**src/rtl/cit_pkg.sv**
```systemverilog
// Package of constants for the core interval timer.
// Assumes a single core clock domain; no bus, registers reached by core transfers.
package cit_pkg;
    localparam int          CIT_COUNT_W      = 32;
    localparam int          CIT_MODE_W       = 32;
    localparam int          CIT_ENABLE_BIT   = 5;
    localparam int          CIT_START_LAT    = 2;
    localparam int          CIT_STOP_LAT     = 1;
    localparam real         CIT_CLK_NS       = 25.0;
    localparam real         CIT_PIN_NS       = 100.0;
    localparam int          CIT_PIN_CYCLES   = int'(CIT_PIN_NS / CIT_CLK_NS);
    localparam logic [31:0] CIT_COUNT_RESET  = 32'h0000_0000;
endpackage

```
**src/rtl/cit_timer.sv**
```systemverilog
// Core interval timer: countdown, reload, expiry pin and two expiry interrupts.
// Assumes the core delivers register transfers as one-cycle write strobes with data,
// and that emulation state and the enable bit are on the core clock.
`timescale 1ns/10ps

// Function
// RL1: Enable bit set runs, clear stops timer.
// RL2: Decrement countdown by one each enabled cycle.
// RL3: Reload from interval cycle after zero.
// RL4: Expiries spaced interval plus one cycles.
// RL5: Reload interval register is 32 bits.
// RL6: At zero raise interrupt, pulse pin.
// RL7: Register reads have no side effects.
// RL8: Software countdown write beats reload, decrement.
// RL9: Countdown and interval not reset; software loads.
// RL10: Software loads registers while timer disabled.
// RL11: Start latency two, stop latency one.
// RL12: Expiry latches high and low interrupts.
// RL13: High-priority expiry serviced before low.
// RL14: Software unmasks only one expiry interrupt.
// RL15: Emulation halts timer, count held.
// RL16: Registers reached by core register transfers.
// RL17: Disabled timer holds count, no events.
module cit_timer
    import cit_pkg::*;
#(
    parameter int COUNT_W   = CIT_COUNT_W,
    parameter int PIN_CYCLES = CIT_PIN_CYCLES
) (
    input  wire logic               i_ref_clk,
    input  wire logic               i_reset,
    input  wire logic [CIT_MODE_W-1:0] i_mode_control_reg,
    input  wire logic               i_emulation,
    input  wire logic               i_countdown_wr,
    input  wire logic               i_reload_wr,
    input  wire logic [COUNT_W-1:0] i_wr_data,
    input  wire logic               i_irq_high_ack,
    input  wire logic               i_irq_low_ack,
    output logic      [COUNT_W-1:0] o_countdown_value,
    output logic      [COUNT_W-1:0] o_reload_interval,
    output logic                    o_expiry_irq_high,
    output logic                    o_expiry_irq_low,
    output logic                    o_expiry_output_pin
);
    // ************************************************************
    // Elaboration check
    // ************************************************************
    if (COUNT_W != 32) begin : g_bad_width
        $error("COUNT_W must be 32.");
    end

    // ************************************************************
    // Enable latency
    // ************************************************************
    logic count_enable_bit;
    logic en_d1;
    logic en_d2;
    logic run;
    logic next_en_d1;
    logic next_en_d2;

    assign count_enable_bit = i_mode_control_reg[CIT_ENABLE_BIT];

    // Start needs two stages, stop takes effect after one stage.
    always_comb begin
        next_en_d1 = count_enable_bit;                  // see RL1
        next_en_d2 = en_d1 && count_enable_bit;         // see RL11
    end

    always_ff @(posedge i_ref_clk or posedge i_reset) begin
        if (i_reset) begin
            en_d1 <= 1'b0;
            en_d2 <= 1'b0;
        end else begin
            en_d1 <= next_en_d1;
            en_d2 <= next_en_d2;
        end
    end

    // Halted in emulation and while disabled.
    assign run = en_d2 && en_d1 && !i_emulation;        // see RL15, see RL17

    // ************************************************************
    // Counter and period
    // ************************************************************
    logic [COUNT_W-1:0] next_countdown;
    logic [COUNT_W-1:0] next_reload;
    logic               expire;

    assign expire = run && (o_countdown_value == '0);   // see RL6

    always_comb begin
        next_reload    = o_reload_interval;
        next_countdown = o_countdown_value;
        if (i_reload_wr) begin
            next_reload = i_wr_data;                    // see RL5
        end
        if (i_countdown_wr) begin
            next_countdown = i_wr_data;                 // see RL8
        end else if (expire) begin
            next_countdown = o_reload_interval;         // see RL3, see RL4
        end else if (run) begin
            next_countdown = o_countdown_value - 1'b1;  // see RL2
        end
    end

    // No reset on the count registers; reads are plain wires.
    always_ff @(posedge i_ref_clk) begin                // see RL9, see RL7
        o_countdown_value <= next_countdown;
        o_reload_interval <= next_reload;
    end

    // ************************************************************
    // Expiry interrupts
    // ************************************************************
    logic next_irq_high;
    logic next_irq_low;

    // Both requests latch together; a new expiry wins over an ack.
    // The core services the high request first when both are unmasked (see RL13).
    always_comb begin
        next_irq_high = expire || (o_expiry_irq_high && !i_irq_high_ack); // see RL12
        next_irq_low  = expire || (o_expiry_irq_low && !i_irq_low_ack);   // see RL12
    end

    always_ff @(posedge i_ref_clk or posedge i_reset) begin
        if (i_reset) begin
            o_expiry_irq_high <= 1'b0;
            o_expiry_irq_low  <= 1'b0;
        end else begin
            o_expiry_irq_high <= next_irq_high;
            o_expiry_irq_low  <= next_irq_low;
        end
    end

    // ************************************************************
    // Expiry pin
    // ************************************************************
    cit_pulse_stretch #(
        .LENGTH    (PIN_CYCLES)
    ) u_pin (
        .i_ref_clk (i_ref_clk),
        .i_reset   (i_reset),
        .i_trigger (expire),                            // see RL6
        .o_pulse   (o_expiry_output_pin)
    );
endmodule

```
**src/rtl/cit_pulse_stretch.sv**
```systemverilog
// Stretches a one-cycle strobe into a pulse of a fixed number of cycles.
// Assumes the strobe is synchronous to the clock.
`timescale 1ns/10ps
module cit_pulse_stretch
    import cit_pkg::*;
#(
    parameter int LENGTH = CIT_PIN_CYCLES
) (
    input  wire logic i_ref_clk,
    input  wire logic i_reset,
    input  wire logic i_trigger,
    output logic      o_pulse
);
    // ************************************************************
    // Elaboration check
    // ************************************************************
    if (LENGTH < 1 || LENGTH > 255) begin : g_bad_len
        $error("LENGTH out of range.");
    end

    logic [7:0] remain;
    logic [7:0] next_remain;
    logic       next_pulse;

    always_comb begin
        next_remain = remain;
        if (i_trigger) begin
            next_remain = 8'(LENGTH - 1);
        end else if (remain != 8'h00) begin
            next_remain = remain - 8'h01;
        end
        next_pulse = i_trigger || (remain != 8'h00);
    end

    always_ff @(posedge i_ref_clk or posedge i_reset) begin
        if (i_reset) begin
            remain  <= 8'h00;
            o_pulse <= 1'b0;
        end else begin
            remain  <= next_remain;
            o_pulse <= next_pulse;
        end
    end
endmodule

```
**config.mk**
```make
export PLATFORM = sky130hd
export DESIGN_NAME = cit_timer
export DESIGN_NICKNAME = d
export VERILOG_FILES = /design/src/rtl/cit_pkg.sv /design/src/rtl/cit_timer.sv /design/src/rtl/cit_pulse_stretch.sv
export SDC_FILE = /design/constraint.sdc
export NUM_CORES = 1
export LEC_CHECK = 0
export BUFFER_PORTS_ARGS = -buffer_cell sky130_fd_sc_hd__buf_2
export CAP_MARGIN = 20
export CELL_PAD_IN_SITES_DETAIL_PLACEMENT = 0
export CELL_PAD_IN_SITES_GLOBAL_PLACEMENT = 1
export CORE_MARGIN = 1.5
export CORE_UTILIZATION = 40
export CTS_BUF_LIST = sky130_fd_sc_hd__clkbuf_2
export CTS_CLUSTER_SIZE = 40
export DETAILED_ROUTE_END_ITERATION = 8
export PLACE_DENSITY_LB_ADDON = 0.1
export SKIP_CTS_REPAIR_TIMING = 1
export SYNTH_ARGS = -nofsm -noshare
export SYNTH_HDL_FRONTEND = slang
export SYNTH_HIERARCHICAL = 1
export SYNTH_SLANG_ARGS = --single-unit
```
**constraint.sdc**
```tcl
create_clock -name i_ref_clk -period 6.4 [get_ports i_ref_clk]
set_clock_uncertainty 0.2 [all_clocks]
set_input_delay 0.64 -clock i_ref_clk [delete_from_list [all_inputs] [get_ports i_ref_clk]]
set_output_delay 0.64 -clock i_ref_clk [all_outputs]
set_load 0.03 [all_outputs]
```
==> summary.md <==
| Metric | Value |
|---|---|
| Crit Path Category | `register to register` |
| Layout cells sized above 1 | `31.8%` |
| Ys flop type | `edfxtp_1` |
| Crit. End Element | `register` |
| CTS Buf Count | `9` |
| Area Overhead vs Synth | `21.4%` |
| Final std cells w/o fill | `between 500 and 600` |
| Syn Area/Cell | `between 10 and 15 um2` |
| Worst slew pin tran | `between 0.9 and 1 ns` |
| Hold Vio Cnt, Final | `0` |
| Die Y | `slightly above 100 um` |
| Clock-pin slew on the worst setup and hold paths | `0.24 ns` |
| DP Worst Slack | `about 2.2 ns` |
| Setup TNS | `0 ns` |
| Clock power frac | `approximately 28%` |
| Critical path startpoint category | `register` |
| Worst skew pair latency | `about 0.53 ns` |
| Antenna viol nets, final | `0` |
| Fillers | `942` |
| Finished Core Util | `roughly half` |
| Synth Area in Simple Gates | `between 10% and 20%` |
| Worst Setup EP | `u_pin/remain[7]` |
| Slowest library cell on the worst path | `nor4_1` |
| Antenna cells | `0` |
| # rows | `35` |
| Global-route wire length before repair | `about 15000 um` |
| Vias in the first global route | `between 2000 and 3000` |
| Inst Count DP | `560` |
| CTS tree | `yes` |
| Worst path max stage delay | `between 0.8 and 0.9 ns` |
| Root Driver | `clkbuf_2` |
| Die W | `101 um` |
| Hold Crit Class | `input pin to register` |
| Post-synth EDFFs | `64` |
| Post-synthesis cell count | `~330` |
| Sequential power share | `between 50 and 60%` |
| Routability cong. | `between 0.7 and 0.8` |
| PnR worst setup slack | `roughly 2.2 ns` |
| Reg2reg path depth | `7` |
| WL per Instance | `between 15 and 20 um` |
| Final Cycle Share | `between 60% and 70%` |
| Initial DRC count | `around 110` |
| Status | `finished, final reports clean` |
| Top post-synthesis cells by area | `edfxtp_1, dfrtp_1, nand2_1, xnor2_1, o31ai_1` |
| Combinational Power Share | `around 17%` |
| Relative slew slack | `roughly 36%` |
| Total clock sinks | `between 70 and 80` |
| Final slew viol count | `0` |
| Power per standard cell area | `between 200 and 250 nW/um2` |
| Post-synth ARST share | `between 10% and 20%` |
| Worst r2r src | `o_countdown_value[7]` |
| Xor and xnor area share after synthesis | `between 3 and 4%` |
| Adder-Cell Fraction of Synth Area | `less than 1%` |
| Yosys warning count | `6` |
| Crit path cell chain | `nor4_1 -> nand4_1 -> or4_1 -> clkinv_4 -> nor2_1 -> a2111oi_4 -> mux2_2` |
| Psw | `between 0.3 and 0.4 mW` |
| RSZ-0062 raised after global routing | `no` |
| F_max | `between 0.2 and 0.25 GHz` |
| Mapped Area | `3840 um2` |
| Hpwl dp | `approximately 6400 um` |
| Cell with the most instances after synthesis | `edfxtp_1` |
| Most instantiated cells after synthesis | `edfxtp_1, nand2_1, nor2_1` |
| Reg2reg setup slack | `roughly 2.2 ns` |
| Yosys top cell by area | `edfxtp_1` |
| H-tree Lvls | `3` |
| Hold slack final | `0.0758 ns` |
| Gr usage total | `between 10% and 20%` |
| Arr. time, crit path | `between 4 and 5 ns` |
| Port-buffer cells | `106` |
| Sw Ratio | `between 30% and 40%` |
| Critical-path maximum fanout | `21` |
| Share of the synthesized area in the top cell type | `50.0%` |
| CORE AREA | `between 9000 and 10000 um2` |
| Average via count per standard cell | `around 5.3` |
| Largest net degree at the start of global routing | `58` |
| Max-Cap Viols | `0` |
| #FFs+latches synth | `77` |
| Largest family of logic cells by synthesized area | `simple AND/OR/NAND/NOR gates` |
| CP startpoint | `o_countdown_value[7]` |
| Longest Clk Path Bufs | `2` |
| Seq/Total Area, Yosys | `58.5%` |
| Fin nets | `between 500 and 600` |
| Syn_nets | `407` |
| Antenna violations before repair | `0` |
| Int Power | `between 0.7 and 0.8 mW` |
| Peak VDD IR | `approximately 110 uV` |
| Die footprint | `around 10000 um2` |
| Static leakage | `around 1.8 nW` |
| DRC viols | `0` |
| CP required | `roughly 6.6 ns` |
| Starting Density | `roughly two fifths` |
| Final setup fails | `0` |
| Final min period | `4.24 ns` |
| DR vias | `approximately 3000` |
| Mux contribution to synthesized area | `2.96%` |
| Final WL | `approximately 9400 um` |
| FF-to-FF End | `u_pin/remain[7]` |
| Post-synthesis compound-gate area fraction | `13.1%` |
| Drt first pass iters | `4` |
| # IOs | `roughly 140` |
| Distinct cells, synth | `between 50 and 60` |
| Total grt overflow | `0` |
[registers in the layout (all words and copies together), names as in the netlist]
name and cells:
o_countdown_value 32, u_pin/o_pulse 1, en_d1 1, u_pin/remain 8, en_d2 1, o_reload_interval 32
o_expiry_irq_low 1, o_expiry_irq_high 1
[stage by stage]
| step | cell area, um2 | power, mW |
|---|---|---|
| floorplan | 3840 | 0.743 |
| global placement | 4510 | 0.814 |
| detailed placement | 4510 | 0.816 |
| CTS | 4640 | 1.12 |
| global route | 4660 | 1.16 |
| finish | 4660 | 1.11 |
[power by group through the flow]
stage	Clock [mW]	Combinational (mW)	Sequential, mW
final	0.304	0.187	0.616
after global routing	0.334	0.202	0.623
after CTS	0.317	0.188	0.617
after detailed placement	0	0.188	0.628
after global placement	0	0.187	0.627
after floorplan	0	0.0542	0.689
[metal layers]
layer  wire length [um]  GRT usage, %  share of wire [%]  vias up
met3                481          4.09                5.1        9
met4                 95          6.73                1.0        0
met5                  0             0                  0        -
met1               4370          25.9                 46     1461
li1                   -             -                  -     1495
met2               4460          31.0                 47       78
[final cells by class]
| type | count | area (um2) | area share, % |
|---|---|---|---|
| Tap cell | 129 | 161 | 3.46 |
| Multi-Input combinational cell | 224 | 1450 | 31.1 |
| Clock buffer | 9 | 45.0 | 0.966 |
| Sequential cell | 77 | 2250 | 48.2 |
| Inverter | 18 | 72.6 | 1.56 |
| Timing Repair Buffer | 114 | 596 | 12.8 |
| Clock inverter | 7 | 90.1 | 1.93 |
[logic make-up (layout without fill, tap and decap cells)]
family / after synthesis / count (layout)
DFF: 77 / 77
and+or+nand+nor: 127 / 127
buffers and inverters: 32 / 148
xor gates and xnor gates: 17 / 17
AOI/OAI and AO/OA: 66 / 66
muxes: 11 / 11
adders and majority gates: 3 / 3
[how the worst min path moves through the flow]
stage	start	endpoint	cells after the start
detailed placement	en_d1	en_d2	1
global placement	en_d1	en_d2	1
CTS	i_reset	o_expiry_irq_high	2
floorplan	i_reset	en_d1	1
global route	i_irq_low_ack	o_expiry_irq_low	2
finish	i_wr_data[16]	o_reload_interval[16]	1
[placed cells by master (no fill, tap or decap), types with 2 or more instances in the layout]
cell,Yosys,final
o21ai_0,16,16
o31ai_1,15,15
dfrtp_1,13,13
or4_1,4,4
a2111oi_0,2,2
clkbuf_2,0,9
nand4_1,4,4
bufinv_16,0,2
ha_1,3,3
o31a_1,4,4
dlygate4sd3_1,0,2
xnor2_1,14,14
clkinv_1,1,2
o22ai_1,2,2
a21oi_1,3,3
a221oi_1,2,2
clkinv_4,1,2
nand2b_1,2,2
a31oi_1,2,2
nor2b_1,3,3
edfxtp_1,64,64
nor3_1,22,22
nand3_1,2,2
or4_4,2,2
nor4_1,11,11
nor4b_1,2,2
o311ai_0,2,2
nor3b_1,2,2
xor2_1,3,3
mux2_2,3,3
or3_1,7,7
nor2_1,24,24
inv_1,16,16
a31o_2,3,3
nand2_1,36,36
o21a_1,4,4
clkinv_2,0,2
buf_2,2,106
buf_4,0,6
mux2i_1,8,8
[worst max-delay path: cells and delay by family, from the launching register on]
kind / cells / cell delay (ns)
and+or+nand+nor: 4 / 2.49
DFF: 1 / 0.53
muxes: 1 / 0.36
AOI/OAI and AO/OA: 1 / 0.35
buffers and inverters: 1 / 0.20
Power figures use the tool's default switching activity.
